File: src/gpsr_pkg.sv
// package: register map, field layout and timing constants of the joystick port status block
package gpsr_pkg;
  localparam logic [5:0] IDX_CTRL   = 6'h00;
  localparam logic [5:0] IDX_LEVEL  = 6'h01;
  localparam logic [5:0] IDX_FLAGS  = 6'h02;
  localparam logic [5:0] IDX_HOLE   = 6'h03;
  localparam logic [5:0] IDX_CNT_LO = 6'h04;
  localparam logic [5:0] IDX_CNT_HI = 6'h0b;
  localparam logic [5:0] IDX_POL    = 6'h0c;
  localparam logic [5:0] IDX_MASK   = 6'h0d;
  localparam int CTRL_ENH_BIT       = 0;
  localparam int CTRL_PRE_A_BIT     = 1;
  localparam int CTRL_PRE_B_BIT     = 2;
  localparam int BTN_LSB            = 4;
  localparam logic [2:0] CTRL_RST   = 3'h0;
  localparam logic [3:0] POL_RST    = 4'h0;
  localparam logic [7:0] FLAGS_RST  = 8'h00;
  localparam logic [7:0] MASK_RST   = 8'h00;
  localparam logic [15:0] CNT_FULL  = 16'hffff;
  localparam int CLK_NS             = 5;
  localparam int TICK_NS            = 1000;
  localparam int PULSE_NS           = 10000;
  localparam int TICK_CYC           = TICK_NS / CLK_NS;
  localparam int PULSE_CYC          = PULSE_NS / CLK_NS;
endpackage

File: src/gpsr_top.sv
// module: joystick port pin status, start pulse, position counters and event flags over apb
//
// Contract
// - pin status register readable in every mode
// - write to pin status starts axis pulse
// - that write clears counters in extended mode
// - bits 7..4 show raw button pin levels
// - bits 3..0 show axis pin states
// - flags: write one clears, zero keeps
// - counter high byte read clears its ready flag
// - flags set only in extended mode
// - bits 7..4 latch selected button events
// - bits 3..0 set when counter readable
// - all flags reset to zero
// - extended mode only while control bit0 set
// - counter saturates at full count, overflow
// - button events are polarity-selected edges
`timescale 1ns/100ps
module gpsr_top #(
  parameter int ADDR_W    = 8,
  parameter int CNT_W     = 16,
  parameter int PULSE_CYC = gpsr_pkg::PULSE_CYC
) (
  // clock and reset
  input  wire logic              ref_clk,
  input  wire logic              rst_n,
  // apb slave
  input  wire logic              psel,
  input  wire logic              penable,
  input  wire logic              pwrite,
  input  wire logic [ADDR_W-1:0] paddr,
  input  wire logic [31:0]       pwdata,
  output logic      [31:0]       prdata,
  output logic                   pready,
  output logic                   pslverr,
  // interrupt
  output logic                   irq,
  // joystick pins: buttons b1 b0 of b, b1 b0 of a; axes by bx ay ax
  input  wire logic [3:0]        button_in,
  input  wire logic [3:0]        axis_in,
  output logic      [3:0]        axis_out,
  output logic      [3:0]        axis_oe
);

  typedef struct packed {
    logic [2:0]            ctrl;
    logic [3:0]            pol;
    logic [7:0]            flags;
    logic [7:0]            mask;
    logic [3:0]            btn_s1;
    logic [3:0]            btn_s2;
    logic [3:0]            btn_d;
    logic [3:0]            ax_s1;
    logic [3:0]            ax_s2;
    logic [15:0]           pulse_cnt;
    logic [7:0]            div_cnt;
    logic [1:0]            half;
    logic [3:0]            done;
    logic                  meas;
    logic [3:0][CNT_W-1:0] cnt;
    logic [3:0]            ax_oe;
    logic [31:0]           prdata;
    logic                  pready;
    logic                  pslverr;
    logic                  irq;
  } gpsr_state_s;

  gpsr_state_s st_reg;
  gpsr_state_s st_next;

  localparam logic [15:0] PULSE_LAST = 16'(PULSE_CYC - 1);
  localparam logic [7:0]  TICK_LAST  = 8'(gpsr_pkg::TICK_CYC - 1);

  logic [5:0] idx;
  logic       aligned;
  logic       setup;
  logic       access;
  logic       wr_acc;
  logic       rd_acc;
  logic       mapped;
  logic       enh;
  logic       tick;
  logic [3:0] dev_tick;
  logic [3:0] btn_evt;
  logic [7:0] set_bits;
  logic [7:0] clr_bits;
  logic [2:0] cnt_sel;
  logic [CNT_W-1:0] cnt_word;

  assign idx     = paddr[7:2];
  assign aligned = (paddr[1:0] == 2'h0);
  assign mapped  = aligned && (idx <= gpsr_pkg::IDX_MASK) && (idx != gpsr_pkg::IDX_HOLE);
  assign setup   = psel && !penable;
  assign access  = psel && penable && st_reg.pready;
  assign wr_acc  = access && pwrite && !st_reg.pslverr;
  assign rd_acc  = access && !pwrite && !st_reg.pslverr;
  assign enh     = st_reg.ctrl[gpsr_pkg::CTRL_ENH_BIT];
  assign tick    = (st_reg.div_cnt == TICK_LAST);
  assign cnt_sel = 3'(idx - gpsr_pkg::IDX_CNT_LO);
  assign cnt_word = st_reg.cnt[cnt_sel[2:1]];

  always_comb begin
    st_next = st_reg;
    // pin synchronisers; pin status reads these, cleared to zero by reset
    st_next.btn_s1 = button_in;
    st_next.btn_s2 = st_reg.btn_s1;
    st_next.btn_d  = st_reg.btn_s2;
    st_next.ax_s1  = axis_in;
    st_next.ax_s2  = st_reg.ax_s1;

    // polarity 1 selects rising edge, 0 falling edge
    for (int i = 0; i < 4; i++) begin
      btn_evt[i] = st_reg.pol[i] ? (st_reg.btn_s2[i] && !st_reg.btn_d[i])
                                 : (!st_reg.btn_s2[i] && st_reg.btn_d[i]);
    end

    // 1 MHz base tick, halved per device by prescale
    st_next.div_cnt = tick ? 8'h00 : 8'(st_reg.div_cnt + 8'h01);
    if (tick) begin
      st_next.half = ~st_reg.half;
    end
    for (int i = 0; i < 4; i++) begin
      dev_tick[i] = tick && (!st_reg.ctrl[gpsr_pkg::CTRL_PRE_A_BIT + i / 2]
                             || st_reg.half[i / 2]);
    end

    // start pulse counted up to PULSE_LAST, then measurement in extended mode
    set_bits = 8'h00;
    if (st_reg.ax_oe != 4'h0) begin
      if (st_reg.pulse_cnt == PULSE_LAST) begin
        st_next.ax_oe     = 4'h0;
        st_next.pulse_cnt = 16'h0000;
        st_next.meas      = enh;
      end else begin
        st_next.pulse_cnt = 16'(st_reg.pulse_cnt + 16'h0001);
      end
    end else if (st_reg.meas && enh) begin
      for (int i = 0; i < 4; i++) begin
        if (!st_reg.done[i]) begin
          if (st_reg.ax_s2[i]) begin
            st_next.done[i] = 1'b1;
            set_bits[i]     = 1'b1;
          end else if (dev_tick[i] && st_reg.cnt[i] != gpsr_pkg::CNT_FULL) begin
            st_next.cnt[i] = CNT_W'(st_reg.cnt[i] + 1'b1);
          end
          // at full count the counter holds: overflow for software to judge
        end
      end
      if (st_next.done == 4'hf) begin
        st_next.meas = 1'b0;
      end
    end else begin
      st_next.meas = 1'b0;
    end
    set_bits[7:4] = btn_evt;
    if (!enh) begin
      set_bits = 8'h00;
    end

    // apb: answer registered in setup, action at access edge
    st_next.pready  = setup;
    st_next.pslverr = setup && !mapped;
    if (setup) begin
      st_next.prdata = 32'h0000_0000;
      if (mapped && !pwrite) begin
        case (idx)
          gpsr_pkg::IDX_CTRL:  st_next.prdata[2:0] = st_reg.ctrl;
          gpsr_pkg::IDX_LEVEL: st_next.prdata[7:0] = {st_reg.btn_s2, st_reg.ax_s2};
          gpsr_pkg::IDX_FLAGS: st_next.prdata[7:0] = st_reg.flags;
          gpsr_pkg::IDX_POL:   st_next.prdata[3:0] = st_reg.pol;
          gpsr_pkg::IDX_MASK:  st_next.prdata[7:0] = st_reg.mask;
          default: begin
            st_next.prdata[7:0] = cnt_sel[0] ? cnt_word[15:8] : cnt_word[7:0];
          end
        endcase
      end
    end

    clr_bits = 8'h00;
    if (wr_acc) begin
      case (idx)
        gpsr_pkg::IDX_CTRL:  st_next.ctrl = pwdata[2:0];
        gpsr_pkg::IDX_LEVEL: begin
          // only effect: start a reading, counters cleared in extended mode; ctrl, pol and mask keep their bits
          st_next.ax_oe     = 4'hf;
          st_next.pulse_cnt = 16'h0000;
          st_next.meas      = 1'b0;
          if (enh) begin
            st_next.cnt  = '0;
            st_next.done = 4'h0;
          end
        end
        gpsr_pkg::IDX_FLAGS: clr_bits = pwdata[7:0];
        gpsr_pkg::IDX_POL:   st_next.pol  = pwdata[3:0];
        gpsr_pkg::IDX_MASK:  st_next.mask = pwdata[7:0];
        default: ;
      endcase
    end
    if (rd_acc && idx >= gpsr_pkg::IDX_CNT_LO && idx <= gpsr_pkg::IDX_CNT_HI && cnt_sel[0]) begin
      clr_bits[cnt_sel[2:1]] = 1'b1;
    end
    // set wins over a clear in the same cycle
    st_next.flags = (st_reg.flags & ~clr_bits) | set_bits;
    st_next.irq   = |(st_next.flags & st_next.mask);
  end

  always_ff @(posedge ref_clk or negedge rst_n) begin
    if (!rst_n) begin
      st_reg        <= '0;
      st_reg.ctrl   <= gpsr_pkg::CTRL_RST;
      st_reg.pol    <= gpsr_pkg::POL_RST;
      st_reg.flags  <= gpsr_pkg::FLAGS_RST;
      st_reg.mask   <= gpsr_pkg::MASK_RST;
    end else begin
      st_reg <= st_next;
    end
  end

  assign prdata   = st_reg.prdata;
  assign pready   = st_reg.pready;
  assign pslverr  = st_reg.pslverr;
  assign irq      = st_reg.irq;
  assign axis_oe  = st_reg.ax_oe;
  assign axis_out = st_reg.ax_oe & 4'h0;
endmodule

File: config.mk
export PLATFORM = sky130hd
export DESIGN_NAME = gpsr_top
export DESIGN_NICKNAME = d
export VERILOG_FILES = /design/src/gpsr_pkg.sv /design/src/gpsr_top.sv
export SDC_FILE = /design/constraint.sdc
export NUM_CORES = 1
export LEC_CHECK = 0
export BUFFER_PORTS_ARGS = -buffer_cell sky130_fd_sc_hd__buf_2
export CORE_AREA = 8 8 147 108
export DETAILED_ROUTE_END_ITERATION = 7
export DIE_AREA = 0 0 155 116
export GPL_ROUTABILITY_DRIVEN = 0
export PLACE_DENSITY = 0.81
export SETUP_SLACK_MARGIN = 0.05
export SYNTH_ARGS = -nofsm -noshare
export SYNTH_HDL_FRONTEND = slang
export SYNTH_SLANG_ARGS = --single-unit
File: constraint.sdc
create_clock -name ref_clk -period 6 [get_ports ref_clk]
set_input_delay 0.6 -clock ref_clk [delete_from_list [all_inputs] [get_ports ref_clk]]
set_output_delay 0.6 -clock ref_clk [all_outputs]
set_load 0.005 [all_outputs]
**After elaboration in Yosys (flattened, before gate mapping)**

Index checks and enable logic that the tools add are counted.

- Muxes and demuxes: 72
- Reductions and logical operators: 53
- Add/sub/neg operators: 7
- Bitwise gates (word level): 6
- Equal/unequal tests: 12
- Multipliers: 0
- Divide/modulo/power cells: 0
- Shift-type cells: 0
- Order comparisons: 6

Operators by type and width:

| operator | count |
|---|---|
| $mux 16 | 17 |
| $mux 64 | 3 |
| $mux 73 | 2 |
| $add 16x1->16 const B | 5 |
| $mux 8 | 9 |
| $ne 16x16->1 const B | 4 |
| $bmux 16 s2 | 1 |
| $logic_and 1x1->1 | 30 |
| $mux 1 | 29 |
| $mux 4 | 7 |
| $and 8x8->8 | 2 |
| $eq 16x11->1 const B | 1 |
| $pmux 4 s4 | 1 |
| $pmux 3 s5 | 1 |
| $logic_not 1->1 | 14 |
| $eq 6x4->1 const B | 2 |
| $le 6x4->1 const B | 2 |
| $add 8x1->8 const B | 1 |
| $eq 8x8->1 const B | 1 |
| $not 8->8 | 1 |
| $or 8x4->8 | 1 |
| $or 8x8->8 | 1 |
| $reduce_or 8->1 | 1 |
| $eq 6x1->1 const B | 1 |
| 17 further kinds | 19 |

- Latch bits: 0
- Bits of input ports: 53
- Bits in registers: 153
- Memories kept: 0
- ROM bits: 0
- Bits in writable memories: 0

**Depth between registers and ports, before layout**

Gate-level depths: netlist of the first run.

- Depth after elaboration: 13
- Mapped depth: 9
- Mapped depth without buffers: 7

**Least setup slack after synthesis of the first run**

Ideal clock, no wire load.

- Path type: input-to-reg
- From: in paddr[2]
- To: reg st_reg, in the netlist irq
- Stages: 6
- Data arrival time: 2124 ps
- Path slack: 3738 ps
- Data required time: 5862 ps
- Buffers on the path: 0
- Cells stage by stage: or4_4 > nor4_4 > nand2_1 > a22o_1 > a222oi_1 > nand4bb_1

RTL lines:

| what | RTL line | RTL |
|---|---|---|
| start, declared | gpsr_top.sv:31 | `input wire logic [ADDR_W-1:0] paddr,` |
| end signal, assigned | gpsr_top.sv:215 | `st_reg <= st_next;` |
| end, declared | gpsr_top.sv:68 | `gpsr_state_s st_reg;` |

==> run summary, run 1 <==
Ant. Diodes - 0
Top FF cell, synth - dfrtp_1
CTS Buffer Depth - 2
Max-cap viol count - 0
NetSw - 587.1 uW
Post-synth EDFFs - 0
Total global-route track usage - 23.78%
Worst EP arrival - 3.13 ns
Pre-CTS setup slack - 2.930 ns
Fin crit period - 2.789 ns
Sw Share - 24.71%
Critical Path Start Type - input pin
Worst VDD drop - 0.2051 mV
Status - completed
# Post-CTS Setup Buffers - 0
Die Ht - 116 um
IO Port Bufs - 43
Final instance area - 8836 um^2
WL final - 20.75 mm
Cell variety after synth - 69
Initial antenna violation count - 1
HP Class - in2async
Met3 wire length - 2.663 mm
Sequential area share after synthesis - 47.88%
Post-Syn Area - 7996 um^2
Dpl hpwl - 14.24 mm
Cell leakage power - 3.915 nW
Top Metal Used - met4
P&R area growth vs syn - 10.50%
Max FFs per register - 125
Combinational Power Share - 5.5%
Fill count - 978
Total Neg Setup Slack - 0 ns
Site row count - 36
Asr flop ratio synth - 100.0%
Nets@finish - 849
Worst Setup End Kind - flip-flop
Initial Utilization - 58.98%
First-pass GRT wire length - 33.22 mm
Routed length per placed instance - 20.90 um
Vias in the first global route - 6271
Least-Margin Pin Slew - 0.8061 ns
IO Count - 96
Slowest cell on crit path - buf_2
Crit share post-route - 46.49%
Fmax - 358.5 MHz
Final core occ - 65.17%
M1 wire length - 8.494 mm
Drt first pass iters - 6
Mux cell area share after synthesis - 11.05%
Remaining routing DRC violations - 0
Syn_area_per_cell - 10.54 um^2
Crit Path Max Fanout - 25
Vias per std cell - 6.481
Yosys reg bits - 153
Post-CTS sizing - 0
Power per cell area - 268.9 nW/um^2
H-tree depth - 4
Endpoints failing hold - 0
Sink Count - 153
Fraction of layout cells with a size suffix above 1 - 17.81%
Compound-Gate Fraction of Synth Area - 12.46%
Final setup viols - 0
Crit path cell chain - buf_2, nor3_1, and4_1, nor4_1, buf_4, nand2_1, or4_1, mux2i_1
Critical Path Max Stage Delay - 0.50 ns
RSZ-0062 raised after global routing - false
Seq pwr share - 46.0%
Int Pwr - 1.789 mW
Largest family of logic cells by synthesized area - simple AND/OR/NAND/NOR gates
Placeable Area - 13560 um^2
Layout Cells excl Fill - 993
Hold_buf cts - 0
Die footprint - 17980 um^2
Pin count of the biggest net entering global routing - 90
CTS Buf Count - 17
Post-synthesis xor/xnor area fraction - 2.629%
Synth warn - 0
CTS tree - done
Setup Skew - 0.008196 ns
Cells after Synth - 759
Post-DRT Antenna Nets - 0
Residual overflow from global routing - 0
Clk_lat worst skew - 0.44 ns
Via Count - 6436
Post-synthesis adder-cell area fraction - 0.9388%
1st-iter DRT viols - 839
Clock share of power - 48.5%
Simple-gate portion of the synthesized area - 19.57%
Die width - 155 um
Final Hold Slack - 0.2421 ns
Reg clk slew, reported paths - 0.06 ns
Cells after DPL - 961
Worst EP required - 6.34 ns
Setup ws final - 3.211 ns
Total Power - 2.376 mW
Rel. slew slack - 46.26%
Worst Setup Path Type - in2reg
Met2 wire len - 9.152 mm
CTS root buf - clkbuf_16
Final slew viol count - 0
Placed cell area - 8202 um^2
## area by class of cell
cell class	instances	area [um^2]	area share [%]
Multi-Input combinational cell	559	3835	43.40
Timing Repair Buffer	48	259.0	2.931
Clock inverter	14	205.2	2.322
Clock buffer	18	429.2	4.857
Sequential cell	153	3829	43.33
Inverter	11	41.29	0.4673
Tap cell	190	237.7	2.690
## power groups by stage
| stage | registers (mW) | logic, mW | clock network, mW |
|---|---|---|---|
| after floorplan | 1.10 | 0.0932 | 0 |
| after global placement | 1.11 | 0.121 | 0 |
| after detailed placement | 1.11 | 0.128 | 0 |
| after CTS | 1.09 | 0.129 | 1.17 |
| after global routing | 1.10 | 0.146 | 1.21 |
| final | 1.09 | 0.130 | 1.15 |
## kinds of logic (layout without fill, tap and decap cells)
kind of cell	count (synthesis)	after routing
XOR/XNOR	24	24
flip-flops	153	153
buffers and inverters	74	91
multiplexers	65	65
adder cells (fa/ha/maj)	6	6
other	1	28
AND/OR/NAND/NOR	302	302
AO/OA/AOI/OAI	134	134
## cells in the mapped netlist (3+ instances only)
cell type,instances,share of area [%]
a21boi_0,4,0.38
a21oi_1,12,0.75
a222oi_1,6,0.75
a22o_1,9,0.99
a22oi_1,7,0.66
a31o_2,3,0.33
a31oi_1,3,0.23
a32o_1,4,0.50
and2_1,5,0.39
and3_1,15,1.2
and4_1,6,0.66
buf_2,5,0.31
buf_4,40,3.8
clkbuf_1,17,0.80
dfrtp_1,153,48
ha_1,6,0.94
inv_1,11,0.52
mux2_2,26,3.7
mux2i_1,23,2.9
mux4_2,16,4.5
nand2_1,102,4.8
nand2b_1,9,0.70
nand3_1,45,2.8
nand4_1,20,1.6
nor2_1,53,2.5
nor2b_1,3,0.23
nor3_1,11,0.69
o211ai_1,21,2.0
o21ai_0,26,1.6
o31ai_1,22,2.1
o41ai_1,4,0.44
or4_1,3,0.28
xnor2_1,12,1.3
xor2_1,12,1.3
## per-layer routing
| layer | GRT usage, % | up-vias |
|---|---|---|
| met1 | 32.06 | 3149 |
| met5 | 0 | - |
| met2 | 34.43 | 439 |
| met3 | 8.867 | 50 |
| li1 | - | 2798 |
| met4 | 8.848 | 0 |
## layout by cell type, fill, tap and decap left out, types with 7 or more instances in the layout
cell,instances
xor2_1,12
mux4_2,16
conb_1,28
a22oi_1,7
nor2_1,53
o211ai_1,21
mux2_2,26
dfrtp_1,153
mux2i_1,23
nand4_1,20
o21ai_0,26
nor3_1,11
and3_1,15
a22o_1,9
nand2b_1,9
o31ai_1,22
nand3_1,45
nand2_1,102
clkbuf_16,17
buf_2,42
a21oi_1,12
xnor2_1,12
inv_1,11
## worst paths after layout
path | start | to | slack, ns | depth (start not counted)
max | paddr[4] | st_reg[54]$_DFF_PN0_ | 3.21 | 8
min | rst_n | st_reg[43]$_DFF_PN0_ | 0.24 | 1
max reg2reg | st_reg[110]$_DFF_PN0_ | st_reg[80]$_DFF_PN0_ | 3.23 | 7
min reg2reg | st_next[136]$_DFF_PN0_ | st_reg[136]$_DFF_PN0_ | 0.34 | 0
max in group asynchronous | rst_n | st_reg[176]$_DFFE_PN0P_ | 4.43 | 2
min in group ref_clk | axis_in[3] | st_next[137]$_DFF_PN0_ | 0.26 | 1
## worst max-delay path, delay by kind of cell
family                 cells  cell delay (ns)
AND/OR/NAND/NOR            5             1.60
buffers and inverters      2             0.72
multiplexers               1             0.22
No activity file was read; power rests on OpenSTA's default activity.
==> run 2: changes to the inputs <==
--- a/config.mk
+++ b/config.mk
@@ -5,12 +5,13 @@
 export SDC_FILE = /design/constraint.sdc
 export NUM_CORES = 1
 export LEC_CHECK = 0
+export ABC_AREA = 1
 export BUFFER_PORTS_ARGS = -buffer_cell sky130_fd_sc_hd__buf_2
-export CORE_AREA = 8 8 147 108
+export CORE_AREA = 8 8 162 118
 export DETAILED_ROUTE_END_ITERATION = 7
-export DIE_AREA = 0 0 155 116
+export DIE_AREA = 0 0 170 126
 export GPL_ROUTABILITY_DRIVEN = 0
-export PLACE_DENSITY = 0.81
+export PLACE_DENSITY = 0.76
 export SETUP_SLACK_MARGIN = 0.05
 export SYNTH_ARGS = -nofsm -noshare
 export SYNTH_HDL_FRONTEND = slang
==> constraint.sdc (replaced) <==
create_clock -name ref_clk -period 2.29 [get_ports ref_clk]
set_input_delay 0.229 -clock ref_clk [delete_from_list [all_inputs] [get_ports ref_clk]]
set_output_delay 0.229 -clock ref_clk [all_outputs]
set_load 0.005 [all_outputs]
==> run 2 against run 1 <==
Via count is 25% higher. Clock-buffer cell count up 3. Non-clock buffer count is 29 higher. Cell count rose by 49%. Register-to-register slack got worse by 3.0 ns. Combinational power rose to 4.1 times the previous value. Sequential cell count is the same. Sequential share of layout area shrank 4.4 points. Clock skew grew 0.00088 ns. First-iteration DRC count is 18% higher. Synthesized cell count grew 54%. Utilization fell by 6.3 points.
==> run summary, run 2 <==
Status - completed
IO Count - 96 (unchanged)
Die footprint - 21420 um^2 (+19%)
Crit share post-route - 89.00%
Post-synth top area cell - dfrtp_1
1st-iter DRT viols - 994 (+18%)
Endpoints failing hold - 0 (unchanged)
Slowest cell on crit path - dfrtp_1
RSZ-0062 raised after global routing - true
Cell mode on critical path - nand2_1
Setup Skew - 0.009081 ns (+0.0008850 ns)
Cells after DPL - 1433 (+49%)
H-tree depth - 4 (unchanged)
Nets@finish - 1291 (+52%)
Power per cell area - 626.6 nW/um^2 (+130%)
Hold Path Depth - 3
Layout Cells excl Fill - 1475 (+49%)
CTS Buffer Depth - 2 (unchanged)
Synth top area share - 43.63% (-4.3 points)
Rel. slew slack - 63.19% (+17 points)
Fmax - 490.7 MHz
Initial antenna violation count - 0 (-1)
Sequential area share after synthesis - 43.63% (-4.3 points)
Worst Setup Path Type - reg2reg
Worst VDD drop - 0.4284 mV (+110%)
Worst Setup End Kind - flip-flop
Cells after Synth - 1172 (+54%)
Fill count - 1506 (+54%)
Total Neg Setup Slack - 0 ns (unchanged)
Max FFs per register - 125 (unchanged)
Hold_sp - pwdata[5]
Post-DRT Antenna Nets - 0 (unchanged)
Seq pwr share - 48.1% (+2.1 points)
Buffer and inverter count on the worst path - 2 (unchanged)
Site row count - 40 (+11%)
Synth area leaders - dfrtp_1 44%, nand2_1 12%, inv_1 6.4%
Critical Path Start Type - flip-flop
Via Count - 8015 (+25%)
Die Ht - 126 um (+8.6%)
Post-Syn Area - 8776 um^2 (+9.7%)
Total Power - 6.164 mW (+160%)
Pin count of the biggest net entering global routing - 48 (-47%)
Worst r2r src - axis_oe[3]$_DFF_PN0_
Cell leakage power - 4.751 nW (+21%)
Least-Margin Pin Slew - 0.5509 ns (-0.2553 ns)
Remaining routing DRC violations - 0 (unchanged)
Initial Utilization - 52.50% (-6.5 points)
Most instantiated library cell after synthesis - nand2_1
Commonest non-fill, non-tap cell in the layout - nand2_1
Critical Path Max Stage Delay - 0.40 ns (-0.10 ns)
Post-synth EDFFs - 0 (unchanged)
Clock share of power - 43.2% (-5.3 points)
Synth warn - 0 (unchanged)
Dpl hpwl - 17.31 mm (+22%)
Crit path cell chain - nor2_2, nand2_1, nor2_1, buf_12, nand2_2, nor2_1, nand2_1, nor2_4, nand2_1, inv_1, nand2_1, nand3_1, nand2_1
Worst EP required - 2.61 ns (-3.73 ns)
Top FF cell, synth - dfrtp_1
Syn_area_per_cell - 7.488 um^2 (-29%)
Vias in the first global route - 7238 (+15%)
Final setup viols - 0 (unchanged)
Commonest cells after routing, fill and taps aside - 286 x nand2_1, 153 x dfrtp_1, 150 x inv_1
Setup ws final - 0.2520 ns (-2.959 ns)
Residual overflow from global routing - 0 (unchanged)
HP Class - in2reg
CP delay by family, top - simple AND/OR/NAND/NOR gates
CTS root buf - clkbuf_16
Pre-CTS setup slack - 0.2172 ns (-2.712 ns)
Worst EP arrival - 2.36 ns (-0.77 ns)
Hold EP - st_reg[159]$_DFF_PN0_
Crit Path Max Fanout - 11 (-56%)
P&R area growth vs syn - 12.10%
NetSw - 1.606 mW (+170%)
CTS Buf Count - 17 (unchanged)
First-pass GRT wire length - 36.97 mm (+11%)
Commonest cells post-synth - 286 x nand2_1, 153 x dfrtp_1, 150 x inv_1, 120 x nor2_1, 95 x nand3_1
Die width - 170 um (+9.7%)
IO Port Bufs - 43 (unchanged)
Final slew viol count - 0 (unchanged)
Reg2Reg Setup Slack - 0.25 ns (-2.98 ns)
Ant. Diodes - 0 (unchanged)
Reg clk slew, reported paths - 0.06 ns (about the same)
Fraction of layout cells with a size suffix above 1 - 11.01% (-6.8 points)
Max-cap viol count - 0 (unchanged)
Placeable Area - 16720 um^2 (+23%)
Routed length per placed instance - 15.48 um (-26%)
R2R cell count - 13 (+6)
Combinational Power Share - 8.7% (+3.2 points)
Int Pwr - 4.559 mW (+150%)
Sw Share - 26.05% (+1.3 points)
Clk_lat worst skew - 0.42 ns (-0.02 ns)
Drt first pass iters - 6 (unchanged)
Yosys reg bits - 153 (unchanged)
Sink Count - 153 (unchanged)
Cell variety after synth - 52 (-25%)
CTS tree - done
Vias per std cell - 5.434 (-16%)
WL final - 22.84 mm (+10%)
Total global-route track usage - 21.61% (-2.2 points)
Fin crit period - 2.038 ns
Asr flop ratio synth - 100.0% (unchanged)
Reg-to-Reg End - st_reg[86]$_DFF_PN0_
==> run 2: cell count changes in the layout (fill, tap and decap cells not counted), moves of 24 or more <==
cell,change
a21oi_1,+35
inv_1,+139
mux2_2,-26
nand2_1,+184
nand3_1,+48
nor2_1,+64
o21ai_0,+49
o22ai_1,+24
==> run 2: power groups by stage <==
| stage | clock, mW | sequential, mW | combinational (mW) |
|---|---|---|---|
| 6_report | 2.66 | 2.97 | 0.534 |
| 5_1_grt | 2.82 | 2.98 | 0.611 |
| 4_1_cts | 2.69 | 2.96 | 0.533 |
| 3_5_place_dp | 0 | 3.01 | 0.520 |
| 3_3_place_gp | 0 | 3.01 | 0.503 |
| 2_1_floorplan | 0 | 2.97 | 0.371 |
==> run 2: final cells by class <==
type | instances | area (um^2) | share of cell area, %
flip-flops and latches | 153 | 3829 | 38.92
clock buffers | 21 | 460.4 | 4.680
inverters | 154 | 583.1 | 5.926
clock inverters | 10 | 95.09 | 0.9666
well taps | 231 | 289.0 | 2.938
repair buffers | 77 | 524.3 | 5.329
multi-input cells | 829 | 4058 | 41.24
==> run 2: repair_timing <==
| item | CTS | global route |
|---|---|---|
| hold buffers | 9 | 0 |
| endpoints found under the setup margin | 0 | 16 |
| buffers inserted | 0 | 2 |
| hold endpoints to repair | 49 | 0 |
| resized for setup | 0 | 7 |
==> run 2: layer usage <==
| layer | GRT usage, % | routed length (um) | vias up |
|---|---|---|---|
| met3 | 6.211 | 2384 | 37 |
| met4 | 6.584 | 520 | 0 |
| met5 | 0 | 0 | - |
| met1 | 32.18 | 10680 | 3724 |
| li1 | - | - | 3897 |
| met2 | 29.48 | 9253 | 357 |
==> run 2: cell families after synthesis <==
kind of cell	Yosys count	share of synthesized area, %
compound gates	186	11.88
xor+xnor	4	0.3993
fa+ha+maj	6	0.8554
buf+inv	217	11.65
flops	153	43.63
other cells	1	0.04273
simple gates	605	31.55
==> run 2: worst max-delay path by stage <==
stage	end	cells past startpoint	slack [ns]	from
floorplan	st_reg[52]$_DFF_PN0_	12	0.54	st_reg[110]$_DFF_PN0_
global placement	st_reg[81]$_DFF_PN0_	11	0.24	axis_oe[3]$_DFF_PN0_
detailed placement	st_reg[81]$_DFF_PN0_	11	0.22	axis_oe[3]$_DFF_PN0_
CTS	st_reg[81]$_DFF_PN0_	11	0.17	axis_oe[3]$_DFF_PN0_
global route	st_reg[52]$_DFF_PN0_	12	0.05	st_reg[110]$_DFF_PN0_
finish	st_reg[86]$_DFF_PN0_	13	0.25	axis_oe[3]$_DFF_PN0_
==> run 2: through the flow <==
step	area, um^2	utilization, %	hold WS [ns]
final	9838	58.85	0.08922
after global routing	9838	58.85	0.08442
after CTS	9792	58.58	0.08245
after detailed placement	9146	54.72	0.1796
after global placement	9146	54.72	0.1842
after floorplan	8877	-	-0.06659
==> run 2: worst reg2reg max path, delay by kind of cell (launching register included) <==
family / cells / cell delay [ns]
simple gates: 11 / 1.27
buf+inv: 2 / 0.26
flops: 1 / 0.40
==> run 3: changes to the inputs <==
--- a/config.mk
+++ b/config.mk
@@ -6,10 +6,10 @@
 export NUM_CORES = 1
 export LEC_CHECK = 0
 export ABC_AREA = 1
-export BUFFER_PORTS_ARGS = -buffer_cell sky130_fd_sc_hd__buf_2
-export CORE_AREA = 8 8 162 118
+export CORE_AREA = 8 8 157 114
 export DETAILED_ROUTE_END_ITERATION = 7
-export DIE_AREA = 0 0 170 126
+export DIE_AREA = 0 0 165 122
+export DONT_BUFFER_PORTS = 1
 export GPL_ROUTABILITY_DRIVEN = 0
 export PLACE_DENSITY = 0.76
 export SETUP_SLACK_MARGIN = 0.05
==> run 3 against run 2 <==
Critical endpoint is now st_reg[61]$_DFF_PN0_. The run now ends with hold timing left. Die area down 6.0%. Wire length rose by 1.5%. Global-route usage up 2.0 points. Highest routed layer unchanged.
==> run summary, run 3 (synthesis results as in run 2) <==
Setup Skew - 0.01413 ns (+0.005047 ns)
Crit Path Max Fanout - 11 (unchanged)
Routed length per placed instance - 16.52 um (+6.7%)
Remaining routing DRC violations - 0 (unchanged)
1st-iter DRT viols - 968 (-2.6%)
Setup ws final - 0.2099 ns (-0.04212 ns)
Via Count - 7975 (-0.50%)
Endpoints failing hold - 153 (+153)
Commonest non-fill, non-tap cell in the layout - nand2_1
Rel. slew slack - 64.24% (+1.1 points)
H-tree depth - 4 (unchanged)
IO Port Bufs - 0 (-100%)
Reg area - 3829 um^2 (unchanged)
Pin count of the biggest net entering global routing - 154 (+220%)
Clk_lat worst skew - 0.44 ns (+0.02 ns)
Die footprint - 20130 um^2 (-6.0%)
Reg clk slew, reported paths - 0.07 ns (about the same)
CTS Buf Count - 17 (unchanged)
Die Ht - 122 um (-3.2%)
RSZ-0062 raised after global routing - true
Max FFs per register - 125 (unchanged)
Final slew viol count - 0 (unchanged)
Placeable Area - 15360 um^2 (-8.1%)
First-pass GRT wire length - 37.32 mm (+0.95%)
Hold_buf cts - 12 (+3)
Final Hold Slack - -0.5213 ns (-0.6105 ns)
Die width - 165 um (-2.9%)
Final setup viols - 0 (unchanged)
Failing checks - hold timing
Pre-CTS setup slack - 0.2212 ns (+0.003991 ns)
Cell leakage power - 4.609 nW (-3.0%)
Vias in the first global route - 7136 (-1.4%)
Status - finished with violations
Least-Margin Pin Slew - 0.5364 ns (-0.01449 ns)
CTS root buf - clkbuf_16
Commonest cells after routing, fill and taps aside - 286 x nand2_1, 153 x dfrtp_1, 150 x inv_1
Max-cap viol count - 0 (unchanged)
Vias per std cell - 5.684 (+4.6%)
HP Class - in2async
Critical Path Start Type - flip-flop
Nets@finish - 1249 (-3.3%)
P&R area growth vs syn - 9.552%
Worst VDD drop - 0.5787 mV (+35%)
Drt first pass iters - 7 (+1)
Sink Count - 153 (unchanged)
Worst r2r src - axis_oe[0]$_DFF_PN0_
Worst EP required - 2.62 ns (about the same)
Worst EP arrival - 2.41 ns (+0.05 ns)
Total global-route track usage - 23.63% (+2.0 points)
Fill count - 1331 (-12%)
Area of the multi-input gates - 4034 um^2 (-0.59%)
Site row count - 38 (-5.0%)
Reg-to-Reg End - st_reg[61]$_DFF_PN0_
Total Neg Setup Slack - 0 ns (unchanged)
CTS tree - done
Worst Setup End Kind - flip-flop
Worst Setup Path Type - reg2reg
Reg2Reg Setup Slack - 0.21 ns (-0.04 ns)
CTS Buffer Depth - 2 (unchanged)
Initial antenna violation count - 0 (unchanged)
IO Count - 96 (unchanged)
WL final - 23.17 mm (+1.5%)
Fmax - 480.7 MHz (-2.0%)
Ant. Diodes - 0 (unchanged)
Power per cell area - 660.6 nW/um^2 (+5.4%)
Crit share post-route - 90.83% (+1.8 points)
Fraction of layout cells with a size suffix above 1 - 7.648% (-3.4 points)
Fin crit period - 2.080 ns (+0.04212 ns)
Post-DRT Antenna Nets - 0 (unchanged)
Initial Utilization - 57.15% (+4.6 points)
R2R cell count - 12 (-1)
Dpl hpwl - 16.81 mm (-2.9%)
Residual overflow from global routing - 0 (unchanged)
==> run 3: cell count changes in the layout (fill, tap and decap cells not counted), moves of 2 or more <==
cell,before,now
buf_2,42,0
inv_6,2,7
clkbuf_1,2,0
dlygate4sd3_1,9,12
nor2_1,117,119
inv_8,0,3
clkinv_2,3,0
==> run 3: power by group <==
| group | switching, mW | total [mW] | leakage (nW) | internal, mW |
|---|---|---|---|---|
| clock network | 1.25 | 2.93 | 0.299 | 1.68 |
| logic | 0.274 | 0.446 | 2.39 | 0.172 |
| registers | 0.157 | 2.97 | 1.92 | 2.82 |
==> run 3: how the worst max path moves through the flow <==
| stage | startpoint | end | slack (ns) |
|---|---|---|---|
| after global placement | st_reg[110]$_DFF_PN0_ | st_reg[94]$_DFF_PN0_ | 0.25 |
| after floorplan | st_reg[110]$_DFF_PN0_ | st_reg[52]$_DFF_PN0_ | 0.54 |
| final | axis_oe[0]$_DFF_PN0_ | st_reg[61]$_DFF_PN0_ | 0.21 |
| after global routing | axis_oe[3]$_DFF_PN0_ | st_reg[86]$_DFF_PN0_ | 0.02 |
| after detailed placement | pready$_DFF_PN0_ | st_reg[65]$_DFF_PN0_ | 0.22 |
| after CTS | st_reg[110]$_DFF_PN0_ | st_reg[78]$_DFF_PN0_ | 0.11 |
==> run 3: metrics by stage <==
stage | power, mW | cell area, um^2 | instances | util (%)
CTS | 6.372 | 9574 | 1399 | 62.34
finish | 6.352 | 9614 | 1403 | 62.60
global route | 6.563 | 9614 | 1403 | 62.60
global placement | 3.415 | 8843 | 1355 | 57.59
detailed placement | 3.432 | 8843 | 1355 | 57.59
floorplan | 3.336 | 8877 | 1199 | -
==> run 3: cell type report <==
class | count | area share [%]
Tap cell | 200 | 2.603
Timing Repair Buffer | 35 | 3.175
Sequential cell | 153 | 39.82
Clock inverter | 14 | 1.783
Clock buffer | 18 | 4.568
Multi-Input combinational cell | 829 | 41.96
Inverter | 154 | 6.091
==> run 3: what timing repair did <==
| item | 4_1_cts | 5_1_grt |
|---|---|---|
| buffers inserted | 0 | 4 |
| endpoints found under the setup margin | 0 | 12 |
| endpoints found under the hold margin | 166 | 153 |
| gates resized for setup | 0 | 4 |
==> run 3: worst max-delay path: stages, from the launching register on <==
cell and delay (ns):
dfrtp_1 0.41, nor2_1 0.19, nand2_1 0.09, nor2_1 0.09, buf_4 0.18, nand2_1 0.17
inv_1 0.11, nand3_2 0.16, nor2_4 0.21, buf_4 0.15, nand4_1 0.07, nand2_1 0.09
inv_1 0.04
==> run 3: layer usage <==
| metal | vias up | wire length (um) | global-route usage, % |
|---|---|---|---|
| met5 | - | 0 | 0 |
| met4 | 0 | 569 | 8.923 |
| met3 | 53 | 2346 | 4.685 |
| met2 | 425 | 9734 | 33.62 |
| met1 | 3669 | 10520 | 34.83 |
| li1 | 3828 | - | - |
